$ cat config.mk
export PLATFORM = sky130hd
export DESIGN_NAME = dac_core_mode_and_clock_trim
export DESIGN_NICKNAME = d
export VERILOG_FILES = /design/src/core/dac_core_pkg.sv /design/src/core/dac_core_mode_and_clock_trim.sv /design/src/core/sample_fifo.sv /design/src/core/segment_shuffler.sv
export SDC_FILE = /design/constraint.sdc
export NUM_CORES = 1
export LEC_CHECK = 0
export ABC_AREA = 0
export BUFFER_PORTS_ARGS = -buffer_cell sky130_fd_sc_hd__buf_2
export CAP_MARGIN = 20
export CORE_MARGIN = 2
export CORE_UTILIZATION = 61
export CTS_CLUSTER_DIAMETER = 50
export DETAILED_ROUTE_END_ITERATION = 10
export GPL_ROUTABILITY_DRIVEN = 0
export PLACE_DENSITY = 0.82
export SYNTH_ARGS = -nofsm -noshare
export SYNTH_HDL_FRONTEND = slang
export SYNTH_SLANG_ARGS = --single-unit
$ cat constraint.sdc
create_clock -name core_clk -period 3.3 [get_ports core_clk]
set_clock_uncertainty 0.1 [all_clocks]
set_input_delay 0.66 -clock core_clk [delete_from_list [all_inputs] [get_ports core_clk]]
set_output_delay 0.66 -clock core_clk [all_outputs]
set_load 0.02 [all_outputs]
$ cat src/core/dac_core_pkg.sv
// Purpose: shared constants and types for the dac core mode and clock trim
// Assumes: byte-wide registers on a 15-bit configuration address space
// Notes:   all offsets, field positions and reset values live here

package dac_core_pkg;

  // ************************************************************
  // register offsets
  // ************************************************************
  localparam logic [14:0] ADDR_PHASE_TRIM = 15'h007f; // clock phase trim
  localparam logic [14:0] ADDR_DUTY_CTRL  = 15'h0082; // clock duty control
  localparam logic [14:0] ADDR_CLK_AUX1   = 15'h0083; // clock control word 2
  localparam logic [14:0] ADDR_CLK_AUX2   = 15'h0084; // clock control word 3
  localparam logic [14:0] ADDR_SHUFFLE    = 15'h0151; // shuffle control
  localparam logic [14:0] ADDR_OUT_MODE   = 15'h0152; // output mode select
  localparam logic [14:0] ADDR_INTERP     = 15'h0153; // interpolation control
  localparam logic [14:0] ADDR_STATUS     = 15'h0154; // datapath status

  // ************************************************************
  // reset values
  // ************************************************************
  localparam logic [7:0] RST_PHASE_TRIM = 8'h00;
  localparam logic [7:0] RST_DUTY_CTRL  = 8'h00;
  localparam logic [7:0] RST_CLK_AUX    = 8'h00;
  localparam logic [7:0] RST_SHUFFLE    = 8'h00;
  localparam logic [7:0] RST_OUT_MODE   = 8'h00;
  localparam logic [7:0] RST_INTERP     = 8'h00;

  // ************************************************************
  // field positions
  // ************************************************************
  localparam int DUTY_DCC_BIT    = 7; // duty-cycle correction enable
  localparam int DUTY_OFS_EN_BIT = 6; // duty offset apply enable
  localparam int DUTY_SIGN_BIT   = 4; // duty offset sign, 1 = negative
  localparam int TRIM_SIGN_BIT   = 5; // phase trim sign, 1 = negative leg
  localparam int SHUFFLE_EN_BIT  = 2; // shuffle enable
  localparam int INTERP_EN_BIT   = 0; // two-times interpolation enable
  localparam int STAT_UNDER_BIT  = 0; // sticky underrun, write 1 to clear
  localparam int STAT_EMPTY_BIT  = 1; // buffer empty
  localparam int STAT_FULL_BIT   = 2; // buffer full
  localparam int STAT_PHASE_BIT  = 3; // current half period, 1 = falling

  // ************************************************************
  // serial port framing and sizes
  // ************************************************************
  localparam logic [3:0] SPI_INSTR_LAST = 4'hf; // 16 instruction bits
  localparam logic [3:0] SPI_DATA_LAST  = 4'h7; // 8 data bits
  localparam int         SAMPLE_WIDTH   = 16;   // converter sample width
  localparam int         FIFO_DEPTH     = 4;    // sample buffer depth
  localparam int         SHUF_MSBS      = 4;    // shuffled msb count

  // ************************************************************
  // types
  // ************************************************************
  typedef enum logic [1:0] {
    MODE_NRZ  = 2'h0,
    MODE_CHOP = 2'h1,
    MODE_RZ   = 2'h2,
    MODE_RSVD = 2'h3
  } out_mode_t;

  typedef enum logic [1:0] {
    SPI_IDLE  = 2'b00,
    SPI_INSTR = 2'b01,
    SPI_DATA  = 2'b11,
    SPI_DONE  = 2'b10
  } spi_state_t;

endpackage

$ cat src/core/dac_core_mode_and_clock_trim.sv
// Purpose: sample formatting and clock trim registers for a quad-switch core
// Assumes: serial port pins are synchronous to core_clk and slow (>=4 clk)
// Notes:   one core_clk cycle stands for one half period of the dac clock
//
// Functional notes
// - one switch pair per half period, alternating
// - two switches transition every half period
// - mode field: 00 nrz, 10 rz, 01 chop
// - rz: data rising, zero falling
// - chop: data rising, complement falling
// - nrz: same sample on both edges
// - interpolator produces the falling edge sample, nrz only
// - three clock registers reachable from 0x082
// - duty bit 7 enables correction
// - bit 6 applies offset, bits 4:0 offset
// - offset sign bit 4, magnitude bits 3:0
// - phase trim adds 20 fF steps
// - trim sign picks leg, 100000 none
// - shuffle control bit 2 enables shuffle
// - shuffle only msb segments
`timescale 1ns/1ns

module dac_core_mode_and_clock_trim
  import dac_core_pkg::*;
#(
  parameter int WIDTH = dac_core_pkg::SAMPLE_WIDTH,
  parameter int DEPTH = dac_core_pkg::FIFO_DEPTH,
  parameter int MSBS  = dac_core_pkg::SHUF_MSBS
) (
  input  wire logic                  core_clk,
  input  wire logic                  rst_b,
  input  wire logic                  spi_sclk,
  input  wire logic                  spi_cs_b,
  input  wire logic                  spi_sdi,
  output logic                       spi_sdo,
  output logic                       spi_sdo_oe,
  input  wire logic [WIDTH-1:0]      sample_data,
  input  wire logic                  sample_valid,
  output logic                       sample_ready,
  output logic      [WIDTH-1:0]      core_word,
  output logic                       pair_a_en,
  output logic                       pair_b_en,
  output logic      [(1<<MSBS)-2:0]  core_msb_segments,
  output logic      [WIDTH-MSBS-1:0] core_lsb_bits,
  output logic                       dcc_en,
  output logic                       duty_ofs_en,
  output logic                       duty_ofs_neg,
  output logic      [3:0]            duty_ofs_mag,
  output logic      [4:0]            trim_pos_steps,
  output logic      [4:0]            trim_neg_steps
);

  import dac_core_pkg::*;

  // ************************************************************
  // helpers
  // ************************************************************

  // steps for one clock leg from a sign-magnitude trim code
  function automatic logic [4:0] leg_steps(input logic [5:0] code,
                                           input logic       neg_leg);
    leg_steps = (code[TRIM_SIGN_BIT] == neg_leg) ? code[4:0] : 5'h00;
  endfunction

  // ************************************************************
  // declarations
  // ************************************************************
  spi_state_t  spi_state;       // serial frame state
  spi_state_t  next_spi_state;  // serial frame next state
  logic        sclk_q;          // previous serial clock level
  logic        sclk_rise;       // serial clock rising
  logic        sclk_fall;       // serial clock falling
  logic [3:0]  bit_cnt;         // bit within phase
  logic [15:0] instr;           // instruction shift
  logic [15:0] next_instr;      // instruction with new bit
  logic [7:0]  wdata_sh;        // write data shift
  logic [7:0]  rdata_sh;        // read data shift
  logic [7:0]  rd_value;        // selected register value
  logic        is_read;         // frame is a read
  logic        wr_en;           // register write strobe
  logic [14:0] wr_addr;         // register write address
  logic [7:0]  wr_data;         // register write data

  logic [7:0]  phase_trim;      // clock phase trim
  logic [7:0]  duty_ctrl;       // clock duty control
  logic [7:0]  clk_aux1;        // second clock word
  logic [7:0]  clk_aux2;        // third clock word
  logic [7:0]  shuffle_ctrl;    // shuffle control
  logic [7:0]  out_mode_sel;    // output mode select
  logic [7:0]  interp_ctrl;     // interpolation control
  logic        underrun;        // sticky buffer underrun

  logic [WIDTH-1:0] fifo_data;  // buffer head
  logic             fifo_valid; // buffer has data
  logic             fifo_pop;   // take a sample
  logic             fall_half;  // 1 = falling half period
  logic [WIDTH-1:0] held;       // sample of this period
  logic [WIDTH-1:0] prev;       // sample of last period
  logic [WIDTH-1:0] next_core_word; // word for next half
  out_mode_t        mode;       // effective mode
  logic             interp_on;  // interpolation enabled
  logic [WIDTH:0]   avg_sum;    // interpolation sum

  // ************************************************************
  // serial configuration port
  // ************************************************************
  assign sclk_rise  = spi_sclk && !sclk_q;
  assign sclk_fall  = !spi_sclk && sclk_q;
  assign next_instr = {instr[14:0], spi_sdi};
  assign is_read    = instr[15];
  assign wr_addr    = instr[14:0];
  assign wr_data    = {wdata_sh[6:0], spi_sdi};
  assign wr_en      = (spi_state == SPI_DATA) && sclk_rise
                      && (bit_cnt == SPI_DATA_LAST) && !is_read;
  assign spi_sdo    = rdata_sh[7];
  assign spi_sdo_oe = (spi_state == SPI_DATA) && is_read && !spi_cs_b;

  // serial clock edge memory
  always_ff @(posedge core_clk or negedge rst_b) begin
    if (!rst_b) begin
      sclk_q <= 1'b0;
    end else begin
      sclk_q <= spi_sclk;
    end
  end

  // frame state sequencing
  always_comb begin
    next_spi_state = spi_state;
    if (spi_cs_b) begin
      next_spi_state = SPI_IDLE;
    end else begin
      case (spi_state)
        SPI_IDLE: begin
          next_spi_state = SPI_INSTR;
        end
        SPI_INSTR: begin
          if (sclk_rise && bit_cnt == SPI_INSTR_LAST) begin
            next_spi_state = SPI_DATA;
          end
        end
        SPI_DATA: begin
          if (sclk_rise && bit_cnt == SPI_DATA_LAST) begin
            next_spi_state = SPI_DONE;
          end
        end
        default: begin
          next_spi_state = SPI_DONE;
        end
      endcase
    end
  end

  // state register
  always_ff @(posedge core_clk or negedge rst_b) begin
    if (!rst_b) begin
      spi_state <= SPI_IDLE;
    end else begin
      spi_state <= next_spi_state;
    end
  end

  // bit counting and shifting
  always_ff @(posedge core_clk or negedge rst_b) begin
    if (!rst_b) begin
      bit_cnt  <= 4'h0;
      instr    <= 16'h0000;
      wdata_sh <= 8'h00;
    end else if (spi_state == SPI_IDLE) begin
      bit_cnt <= 4'h0;
    end else if (sclk_rise) begin
      if (spi_state == SPI_INSTR) begin
        instr   <= next_instr;
        bit_cnt <= (bit_cnt == SPI_INSTR_LAST) ? 4'h0 : bit_cnt + 4'h1;
      end else if (spi_state == SPI_DATA) begin
        wdata_sh <= wr_data;
        bit_cnt  <= bit_cnt + 4'h1;
      end
    end
  end

  // read value select, unmapped reads as zero
  always_comb begin
    rd_value = 8'h00;
    if (next_instr[14:0] == ADDR_PHASE_TRIM) begin
      rd_value = phase_trim;
    end else if (next_instr[14:0] == ADDR_DUTY_CTRL) begin
      rd_value = duty_ctrl;
    end else if (next_instr[14:0] == ADDR_CLK_AUX1) begin
      rd_value = clk_aux1;
    end else if (next_instr[14:0] == ADDR_CLK_AUX2) begin
      rd_value = clk_aux2;
    end else if (next_instr[14:0] == ADDR_SHUFFLE) begin
      rd_value = shuffle_ctrl;
    end else if (next_instr[14:0] == ADDR_OUT_MODE) begin
      rd_value = out_mode_sel;
    end else if (next_instr[14:0] == ADDR_INTERP) begin
      rd_value = interp_ctrl;
    end else if (next_instr[14:0] == ADDR_STATUS) begin
      rd_value = {4'h0, fall_half, !sample_ready, !fifo_valid, underrun};
    end
  end

  // read data out, loaded at the last address bit
  always_ff @(posedge core_clk or negedge rst_b) begin
    if (!rst_b) begin
      rdata_sh <= 8'h00;
    end else if (spi_state == SPI_INSTR && sclk_rise
                 && bit_cnt == SPI_INSTR_LAST) begin
      rdata_sh <= rd_value;
    end else if (spi_state == SPI_DATA && sclk_fall && bit_cnt != 4'h0) begin
      rdata_sh <= {rdata_sh[6:0], 1'b0};
    end
  end

  // ************************************************************
  // configuration registers
  // ************************************************************

  // clock control group
  always_ff @(posedge core_clk or negedge rst_b) begin
    if (!rst_b) begin
      phase_trim <= RST_PHASE_TRIM;
      duty_ctrl  <= RST_DUTY_CTRL;
      clk_aux1   <= RST_CLK_AUX;
      clk_aux2   <= RST_CLK_AUX;
    end else if (wr_en) begin
      if (wr_addr == ADDR_PHASE_TRIM) begin
        phase_trim <= wr_data;
      end else if (wr_addr == ADDR_DUTY_CTRL) begin
        duty_ctrl <= wr_data;
      end else if (wr_addr == ADDR_CLK_AUX1) begin
        clk_aux1 <= wr_data;
      end else if (wr_addr == ADDR_CLK_AUX2) begin
        clk_aux2 <= wr_data;
      end
    end
  end

  // datapath control group
  always_ff @(posedge core_clk or negedge rst_b) begin
    if (!rst_b) begin
      shuffle_ctrl <= RST_SHUFFLE;
      out_mode_sel <= RST_OUT_MODE;
      interp_ctrl  <= RST_INTERP;
    end else if (wr_en) begin
      if (wr_addr == ADDR_SHUFFLE) begin
        shuffle_ctrl <= wr_data;
      end else if (wr_addr == ADDR_OUT_MODE) begin
        out_mode_sel <= wr_data;
      end else if (wr_addr == ADDR_INTERP) begin
        interp_ctrl <= wr_data;
      end
    end
  end

  // sticky underrun, a new underrun beats a clear
  always_ff @(posedge core_clk or negedge rst_b) begin
    if (!rst_b) begin
      underrun <= 1'b0;
    end else if (!fall_half && !fifo_valid) begin
      underrun <= 1'b1;
    end else if (wr_en && wr_addr == ADDR_STATUS
                 && wr_data[STAT_UNDER_BIT]) begin
      underrun <= 1'b0;
    end
  end

  // ************************************************************
  // clock trim outputs
  // ************************************************************
  always_ff @(posedge core_clk or negedge rst_b) begin
    if (!rst_b) begin
      dcc_en         <= 1'b0;
      duty_ofs_en    <= 1'b0;
      duty_ofs_neg   <= 1'b0;
      duty_ofs_mag   <= 4'h0;
      trim_pos_steps <= 5'h00;
      trim_neg_steps <= 5'h00;
    end else begin
      dcc_en         <= duty_ctrl[DUTY_DCC_BIT];
      duty_ofs_en    <= duty_ctrl[DUTY_OFS_EN_BIT];
      duty_ofs_neg   <= duty_ctrl[DUTY_SIGN_BIT];
      duty_ofs_mag   <= duty_ctrl[3:0];
      trim_pos_steps <= leg_steps(phase_trim[5:0], 1'b0);
      trim_neg_steps <= leg_steps(phase_trim[5:0], 1'b1);
    end
  end

  // ************************************************************
  // sample buffer
  // ************************************************************
  assign fifo_pop = !fall_half && fifo_valid;

  sample_fifo #(
    .WIDTH (WIDTH),
    .DEPTH (DEPTH)
  ) u_fifo (
    .core_clk  (core_clk),
    .rst_b     (rst_b),
    .in_data   (sample_data),
    .in_valid  (sample_valid),
    .in_ready  (sample_ready),
    .out_data  (fifo_data),
    .out_valid (fifo_valid),
    .out_ready (!fall_half)
  );

  // ************************************************************
  // half period formatting
  // ************************************************************

  // reserved code folds onto nrz
  always_comb begin
    case (out_mode_sel[1:0])
      MODE_CHOP: mode = MODE_CHOP;
      MODE_RZ:   mode = MODE_RZ;
      default:   mode = MODE_NRZ;
    endcase
    interp_on = interp_ctrl[INTERP_EN_BIT];
  end

  // half period tracker, low = rising edge half
  always_ff @(posedge core_clk or negedge rst_b) begin
    if (!rst_b) begin
      fall_half <= 1'b0;
    end else begin
      fall_half <= !fall_half;
    end
  end

  // current and previous period samples, held on underrun
  always_ff @(posedge core_clk or negedge rst_b) begin
    if (!rst_b) begin
      held <= '0;
      prev <= '0;
    end else if (fifo_pop) begin
      held <= fifo_data;
      prev <= held;
    end
  end

  // word chosen for the coming half period
  always_comb begin
    avg_sum        = {1'b0, held} + {1'b0, prev};
    next_core_word = held;
    if (!fall_half) begin
      next_core_word = fifo_valid ? fifo_data : held;
    end else begin
      case (mode)
        MODE_RZ: begin
          next_core_word = '0;
        end
        MODE_CHOP: begin
          next_core_word = ~held;
        end
        default: begin
          if (interp_on) begin
            next_core_word = avg_sum[WIDTH:1];
          end else begin
            next_core_word = held;
          end
        end
      endcase
    end
  end

  // core word and switch pair enables
  always_ff @(posedge core_clk or negedge rst_b) begin
    if (!rst_b) begin
      core_word <= '0;
      pair_a_en <= 1'b0;
      pair_b_en <= 1'b0;
    end else begin
      core_word <= next_core_word;
      pair_a_en <= !fall_half;
      pair_b_en <= fall_half;
    end
  end

  // ************************************************************
  // msb segment shuffle
  // ************************************************************
  segment_shuffler #(
    .WIDTH (WIDTH),
    .MSBS  (MSBS)
  ) u_shuffle (
    .core_clk     (core_clk),
    .rst_b        (rst_b),
    .shuffle_en   (shuffle_ctrl[SHUFFLE_EN_BIT]),
    .word         (next_core_word),
    .msb_segments (core_msb_segments),
    .lsb_bits     (core_lsb_bits)
  );

endmodule

$ cat src/core/sample_fifo.sv
// Purpose: small sample buffer with valid and ready on both sides
// Assumes: single clock, depth is a power of two
// Notes:   full and empty are exact; writer stalls on full
`timescale 1ns/1ns

module sample_fifo #(
  parameter int WIDTH = 16,
  parameter int DEPTH = 4
) (
  input  wire logic             core_clk,
  input  wire logic             rst_b,
  input  wire logic [WIDTH-1:0] in_data,
  input  wire logic             in_valid,
  output logic                  in_ready,
  output logic      [WIDTH-1:0] out_data,
  output logic                  out_valid,
  input  wire logic             out_ready
);

  localparam int AW = $clog2(DEPTH);

  logic [WIDTH-1:0] mem [DEPTH];   // storage words
  logic [AW-1:0]    wr_ptr;        // next write slot
  logic [AW-1:0]    rd_ptr;        // next read slot
  logic [AW:0]      count;         // words held
  logic             push;          // accepted write
  logic             pop;           // accepted read

  // ************************************************************
  // handshakes
  // ************************************************************
  assign in_ready  = (count != (AW+1)'(DEPTH));
  assign out_valid = (count != '0);
  assign push      = in_valid && in_ready;
  assign pop       = out_valid && out_ready;
  assign out_data  = mem[rd_ptr];

  // storage write
  always_ff @(posedge core_clk) begin
    if (push) begin
      mem[wr_ptr] <= in_data;
    end
  end

  // pointers and fill level
  always_ff @(posedge core_clk or negedge rst_b) begin
    if (!rst_b) begin
      wr_ptr <= '0;
      rd_ptr <= '0;
      count  <= '0;
    end else begin
      if (push) begin
        wr_ptr <= wr_ptr + AW'(1);
      end
      if (pop) begin
        rd_ptr <= rd_ptr + AW'(1);
      end
      if (push && !pop) begin
        count <= count + (AW+1)'(1);
      end else if (pop && !push) begin
        count <= count - (AW+1)'(1);
      end
    end
  end

endmodule

$ cat src/core/segment_shuffler.sv
// Purpose: msb thermometer decode with optional random segment rotation
// Assumes: word arrives in the same cycle it should be registered
// Notes:   low bits pass straight through, one register stage
`timescale 1ns/1ns

module segment_shuffler #(
  parameter int WIDTH = 16,
  parameter int MSBS  = 4
) (
  input  wire logic                   core_clk,
  input  wire logic                   rst_b,
  input  wire logic                   shuffle_en,
  input  wire logic [WIDTH-1:0]       word,
  output logic      [(1<<MSBS)-2:0]   msb_segments,
  output logic      [WIDTH-MSBS-1:0]  lsb_bits
);

  localparam int SEGS = (1 << MSBS) - 1;

  logic [15:0]       lfsr;      // pseudo random source
  logic [SEGS-1:0]   therm;     // unrotated segment code
  logic [2*SEGS-1:0] doubled;   // two copies for rotation
  logic [MSBS-1:0]   rot;       // rotation amount

  // ************************************************************
  // decode and rotate
  // ************************************************************
  always_comb begin
    for (int i = 0; i < SEGS; i++) begin
      therm[i] = (32'(word[WIDTH-1 -: MSBS]) > i);
    end
    doubled = {therm, therm};
    rot     = shuffle_en ? lfsr[MSBS-1:0] : '0;
  end

  // random sequence, free running
  always_ff @(posedge core_clk or negedge rst_b) begin
    if (!rst_b) begin
      lfsr <= 16'h0001;
    end else begin
      lfsr <= {lfsr[14:0], lfsr[15] ^ lfsr[13] ^ lfsr[12] ^ lfsr[10]};
    end
  end

  // output register, only msb segments move
  always_ff @(posedge core_clk or negedge rst_b) begin
    if (!rst_b) begin
      msb_segments <= '0;
      lsb_bits     <= '0;
    end else begin
      msb_segments <= SEGS'(doubled >> rot);
      lsb_bits     <= word[WIDTH-MSBS-1:0];
    end
  end

endmodule

==> results.py, run 1 <==
metrics = {
    "route": {
        "drtPass1Iterations": 5,
        "drtAntennaViolNets": 0,
        "drt-initial-drc-count": 601,
        "viasPerCell": 6.17,
        "wl_mm": 27.0,
        "post_drt_wl_per_cell_microns": 19.5,
        "post-route-drc-count": 0,
        "vias": 8517,
    },
    "clocking": {
        "cts_setup_buffers": 0,
        "max-clock-path-buffers": 3,
        "htree_levels": 1,
        "cts_buffers": 30,
        "ctsResizeCount": 0,
        "clk_pin_slew_ns": 0.06,
        "cts_root_buf": "clkbuf_16",
        "ctsHoldBuffers": 0,
        "cts.sinks": 264,
        "insertion_delay_ns": 0.55,
        "cts_tree": "done",
    },
    "logic_synthesis": {
        "ys_ff_latch": 264,
        "seq_area_frac_synth_pct": 55.5,
        "ys_warn_count": 0,
        "synth_edf_count": 64,
        "syn_nets": 1036,
        "netlist_area_sq_um": 12500,
        "postSynthCellCount": 989,
        "synth_ff_type": "dfrtp_1",
        "synth.distinct_cells": 96,
        "syn_avg_cell_area_sq_um": 12.6,
        "async_reset_ff_share_pct": 75.8,
    },
    "setup_path": {
        "critical_path_class": "flip-flop to flip-flop",
        "worstPathMaxFanout": 15,
        "worstSetupStartpointType": "flip-flop",
        "crit_required_ns": 3.61,
        "crit_start": "held[2]",
        "r2r-start": "held[2]",
        "cp-end-kind": "flip-flop",
        "worstPathArrival_ns": 3.53,
    },
    "pwr": {
        "p_clk_share_pct": 26.1,
        "switchingPower_uw": 4630,
        "p_per_area_nw_per_um2": 884,
        "power_uw": 12700,
        "p_int_uw": 8030,
        "swShare_pct": 36.6,
        "p_comb_share_pct": 38.8,
        "irDropWorstVdd_v": 0.000643,
        "p_seq_share_pct": 35.1,
        "p_leak_uw": 0.00624,
    },
    "cells_and_area": {
        "area_delta_synth_final_pct": 14.8,
        "drive_above_1_share_pct": 31.1,
        "nets": 1136,
        "finalNonFillerCells": 1381,
        "num_antenna_cells": 0,
        "fillers": 1340,
    },
    "sta": {
        "setup_violations": 0,
        "relSlewSlack_pct": 44.4,
        "worstMarginPinSlew_ns": 0.834,
        "timing.final.crit_share_pct": 97.8,
        "layout_min_cycle_time_ns": 3.23,
        "final_hold_viol_count": 0,
        "rsz0062_at_grt": "true",
        "fmax_ghz": 0.310,
        "final_max_slew_viol_count": 0,
    },
    "grt": {
        "grt_pass1_wl_mm": 43.9,
        "grt_pass1_vias": 8352,
        "grt_overflow": 0,
        "antenna_found_initial": 0,
        "grt_use_total_pct": 25.1,
        "grt_start_max_net_pins": 82,
    },
    "floorplan": {
        "ioPinCount": 87,
        "start_util_pct": 61.9,
        "coreArea_sq_um": 20200,
        "die_w_microns": 147,
        "fp.dieH_microns": 147,
        "num_rows": 52,
        "dieArea_sq_um": 21600,
    },
    "worst_hold_path": {
        "min_path_type": "input port to async pin",
    },
    "place": {
        "dpl.hpwl_mm": 17.5,
        "portBuffers": 86,
        "dp_cells": 1327,
    },
    "outcome": {
        "status": "complete, no violations",
    },
    "flow_run": {
        "drv_cap": 0,
    },
}
## logic make-up after synthesis
kind of cell / after synthesis / share of synthesized area [%]
compound gates: 227 / 12.4
fa+ha+maj: 26 / 2.72
buf+inv: 90 / 3.64
xor+xnor: 19 / 1.33
simple gates: 210 / 9.41
mux: 153 / 15.0
flops: 264 / 55.5
## Yosys cell counts, types with 5 or more instances
cell	number	area, sq um
a221o_1	5	50.1
clkbuf_1	25	93.8
a31oi_1	8	50.1
a21o_1	9	67.6
ha_1	23	288
nor2b_1	18	113
and3_1	11	68.8
dfrtp_1	199	4980
nand3_1	10	50.1
o21ai_0	34	170
buf_4	12	90.1
nand2b_1	10	62.6
xnor2_1	11	96.3
o211ai_1	7	52.6
a21oi_1	66	330
mux4_2	16	360
a211oi_1	13	97.6
nand2_1	52	195
nor3_1	16	80.1
mux2_2	109	1230
o22ai_1	10	62.6
o21ai_1	9	45.0
buf_1	5	18.8
a221oi_1	10	87.6
edfxtp_1	64	1920
xor2_1	8	70.1
and2_1	11	68.8
inv_1	28	105
nor2_1	34	128
mux2i_1	28	280
buf_2	9	45.0
## power by group through the flow
stage	sequential [uW]	combinational [uW]	clock, uW
finish	4440	4920	3300
floorplan	4600	3420	0
global placement	4430	4610	0
CTS	4430	4760	3340
global route	4520	5350	3470
detailed placement	4460	4680	0
## path summary, 6_finish.rpt
| kind | end | slack (ns) | cells after the start |
|---|---|---|---|
| worst max-delay path | u_shuffle.msb_segments[12] | 0.07 | 10 |
| worst min-delay path | rdata_sh[2] | 0.04 | 1 |
| worst max register to register | u_shuffle.msb_segments[12] | 0.07 | 10 |
| worst min register to register | u_shuffle.lfsr[15] | 0.25 | 0 |
| max in group asynchronous | u_shuffle.lfsr[0] | 2.31 | 2 |
| min in group core_clk | sclk_q | 0.15 | 1 |
## routing by layer
metal / track usage [%] / wire (microns) / up-vias / share of wire (%)
met5: 0 / 0 / - / 0
met4: 8.03 / 786 / 0 / 2.9
met3: 4.04 / 1740 / 60 / 6.4
met2: 40.6 / 12900 / 340 / 48
met1: 35.3 / 11600 / 4248 / 43
li1: - / - / 3869 / -
## cell type report
| type | instances | area, sq um | share of cell area (%) |
|---|---|---|---|
| multi-input cells | 635 | 5160 | 36.0 |
| flip-flops and latches | 264 | 6930 | 48.4 |
| inverters | 32 | 129 | 0.900 |
| clock inverters | 14 | 153 | 1.07 |
| clock buffers | 40 | 850 | 5.93 |
| well taps | 270 | 338 | 2.36 |
| repair buffers | 126 | 764 | 5.34 |
## cell usage in the layout, fill, tap and decap left out, drive strengths merged, types with 11 or more instances in the layout
cell type / Yosys / layout
dfrtp: 199 / 199
buf: 30 / 125
mux2: 109 / 109
a21oi: 66 / 66
edfxtp: 64 / 64
nand2: 56 / 56
o21ai: 47 / 47
clkbuf: 28 / 41
nor2: 35 / 35
inv: 30 / 34
mux2i: 28 / 28
ha: 23 / 23
nor3: 20 / 20
nor2b: 18 / 18
mux4: 16 / 16
a211oi: 15 / 15
and2: 13 / 13
and3: 12 / 12
xnor2: 11 / 11
nand3: 11 / 11
a221oi: 11 / 11
## critical path, stage by stage (launching register included)
cell and delay [ns]:
dfrtp_1 0.46, ha_1 0.42, a21oi_2 0.20, a21oi_1 0.13
or3_4 0.41, and3_4 0.19, o31a_4 0.42, a22oi_2 0.26
o21ai_1 0.13, a211oi_1 0.28, a21oi_1 0.07
## state kept, by name (all words and copies together) (netlist names), 11 cells and up
register	cells
u_shuffle.lfsr	16
u_fifo.mem	64
u_shuffle.lsb_bits	11
held	16
instr	16
u_shuffle.msb_segments	15
prev	16
## stage by stage
stage | setup WS [ns] | hold slack, ns | TNS [ns] | instance area [sq um] | util, %
after floorplan | 0.319 | 0.231 | 0 | 12500 | -
after global placement | 0.143 | 0.232 | 0 | 13300 | 65.7
after detailed placement | 0.110 | 0.239 | 0 | 13300 | 65.7
after CTS | 0.0818 | 0.0645 | 0 | 14300 | 70.7
after global routing | -0.0193 | 0.0916 | -0.0528 | 14300 | 71.0
final | 0.0734 | 0.0448 | 0 | 14300 | 71.0
No activity file was read; power rests on OpenSTA's default activity.
==> run 2, diff against run 1 <==
--- a/config.mk
+++ b/config.mk
@@ -9,11 +9,12 @@
 export BUFFER_PORTS_ARGS = -buffer_cell sky130_fd_sc_hd__buf_2
 export CAP_MARGIN = 20
 export CORE_MARGIN = 2
-export CORE_UTILIZATION = 61
+export CORE_UTILIZATION = 63
+export CTS_BUF_LIST = sky130_fd_sc_hd__clkbuf_4
 export CTS_CLUSTER_DIAMETER = 50
 export DETAILED_ROUTE_END_ITERATION = 10
 export GPL_ROUTABILITY_DRIVEN = 0
-export PLACE_DENSITY = 0.82
+export PLACE_DENSITY = 0.85
 export SYNTH_ARGS = -nofsm -noshare
 export SYNTH_HDL_FRONTEND = slang
 export SYNTH_SLANG_ARGS = --single-unit
==> run 2 against run 1 <==
  * Final area down 0.90%
  * Clock power down 15%
  * Sequential power about the same
  * Power down 4.9%
  * Via count up 2.3%
  * Largest power group unchanged
  * Global-route usage up 0.85 points
  * Sequential share of layout area up 0.44 points
  * Critical endpoint is now u_shuffle.msb_segments[5]
  * Setup slack worse by 0.0071 ns
  * Clock-buffer cell count up 63
  * Maximum frequency down 0.22%
==> results.py, run 2 (same netlist as run 1, synthesis figures left out) <==
metrics = {
    "setup_path": {
        "cp_slowest_cell": "or3_4",
        "crit_required_ns": 3.72,
        "worstPathMaxFanout": 11,
        "reg2reg_slack_ns": 0.07,
        "cp_cell_sequence": "ha_1, a21o_1, a31o_1, or3_4, and3_4, o31a_4, buf_4, nor3_2, o22ai_1, o21ai_1, o22ai_1",
        "critical_path_class": "flip-flop to flip-flop",
        "reg2reg_depth": 11,
        "critPathMaxStageDelay_ns": 0.42,
        "worstSetupStartpointType": "flip-flop",
        "crit_top_cell": "o22ai_1",
        "cp-end-kind": "flip-flop",
        "worstPathArrival_ns": 3.66,
    },
    "floorplan": {
        "die_w_microns": 145,
        "coreArea_sq_um": 19500,
        "ioPinCount": 87,
        "start_util_pct": 64.1,
        "fp.dieH_microns": 145,
        "dieArea_sq_um": 21000,
        "num_rows": 51,
    },
    "route": {
        "dr_wl_met2_mm": 12.4,
        "wl_met1_mm": 11.3,
        "highest_layer": "met4",
        "dr_wl_met3_mm": 1.81,
        "drtPass1Iterations": 5,
        "wl_mm": 26.1,
        "post-route-drc-count": 0,
        "viasPerCell": 6.02,
        "drt-initial-drc-count": 688,
        "drtAntennaViolNets": 0,
        "post_drt_wl_per_cell_microns": 18.0,
        "vias": 8715,
    },
    "clocking": {
        "insertion_delay_ns": 0.66,
        "cts_root_buf": "clkbuf_4",
        "max-clock-path-buffers": 3,
        "cts_tree": "done",
        "clk_pin_slew_ns": 0.06,
        "cts.sinks": 264,
        "cts_buffers": 69,
        "htree_levels": 3,
    },
    "pwr": {
        "p_leak_uw": 0.00628,
        "p_int_uw": 7510,
        "power_uw": 12000,
        "swShare_pct": 37.6,
        "p_clk_share_pct": 23.3,
        "p_per_area_nw_per_um2": 848,
        "irDropWorstVdd_v": 0.000571,
        "p_seq_share_pct": 36.9,
        "p_comb_share_pct": 39.7,
        "switchingPower_uw": 4520,
    },
    "cells_and_area": {
        "final-seq-area_sq_um": 6930,
        "largest_reg_flops": 64,
        "nets": 1175,
        "fillers": 1304,
        "mostFrequentLayoutCell": "dfrtp_1",
        "area_delta_synth_final_pct": 13.7,
        "final_cell_mix": "dfrtp_1 (199), mux2_2 (109), clkbuf_4 (103)",
        "multi_input_area_sq_um": 5150,
        "drive_above_1_share_pct": 34.2,
        "top_register": "u_fifo.mem",
    },
    "sta": {
        "fmax_ghz": 0.309,
        "rsz0062_at_grt": "true",
        "relSlewSlack_pct": 43.7,
        "final_max_slew_viol_count": 0,
        "worstMarginPinSlew_ns": 0.845,
        "whs_ns": 0.0732,
        "setup_violations": 0,
        "finalSetupTns_ns": 0,
        "final_hold_viol_count": 0,
        "timing.final.crit_share_pct": 98.0,
        "layout_min_cycle_time_ns": 3.23,
    },
    "grt": {
        "grt_start_max_net_pins": 74,
        "grt_overflow": 0,
        "grt_pass1_wl_mm": 42.6,
        "antenna_found_initial": 1,
        "grt_use_total_pct": 25.9,
        "grt_pass1_vias": 8771,
    },
    "outcome": {
        "status": "complete, no violations",
    },
    "flow_run": {
        "drv_cap": 0,
    },
    "worst_hold_path": {
        "min_path_type": "input port to flip-flop",
        "hold_path_depth": 1,
    },
    "place": {
        "dpl.hpwl_mm": 17.4,
        "portBuffers": 86,
    },
}
run 2: worst max-delay path, delay by kind of cell (launching register included):
kind            cells  cell delay (ns)
compound gates      6             1.28
simple gates        3             0.82
flops               1             0.38
fa+ha+maj           1             0.36
buf+inv             1             0.16
run 2: layer usage:
metal	vias to the layer above	track usage, %
met4	0	10.1
met5	-	0.501
li1	4014	-
met2	371	41.0
met3	55	6.25
met1	4275	34.9
run 2: stage by stage:
step / util (%) / cells / worst slack [ns] / instance area, sq um
floorplan: - / 989 / 0.319 / 12500
global placement: 67.9 / 1318 / 0.165 / 13200
detailed placement: 67.9 / 1318 / 0.115 / 13200
global route: 72.9 / 1447 / -0.0498 / 14200
finish: 72.9 / 1447 / 0.0663 / 14200
CTS: 72.5 / 1443 / 0.0739 / 14100
run 2: worst paths after layout:
check / startpoint / endpoint
max reg2reg: held[4] / u_shuffle.msb_segments[5]
min: spi_sclk / sclk_q
max in group asynchronous: rst_b / duty_ctrl[2]
max: held[4] / u_shuffle.msb_segments[5]
min in group asynchronous: rst_b / trim_pos_steps[0]
min reg2reg: u_shuffle.lfsr[9] / u_shuffle.lfsr[10]
run 2: cell type report:
class                   count  share of cell area, %
diodes                      1                 0.0176
clock buffers             103                   5.45
clock inverters            21                  0.828
inverters                  32                  0.908
multi-input cells         635                   36.3
flip-flops and latches    264                   48.8
well taps                 265                   2.34
repair buffers            126                   5.40
run 2: power by group through the flow:
stage / combinational, uW / sequential (uW) / clock (uW)
4_1_cts: 4630 / 4440 / 2890
2_1_floorplan: 3420 / 4600 / 0
3_5_place_dp: 4610 / 4500 / 0
6_report: 4780 / 4450 / 2810
5_1_grt: 5200 / 4530 / 3080
3_3_place_gp: 4500 / 4460 / 0
run 2: what timing repair did:
action,in CTS,in global routing
setup buffers,0,3
hold buffers,1,0
hold endpoints to repair,70,0
endpoints found under the setup margin,0,15
resized for setup,0,11
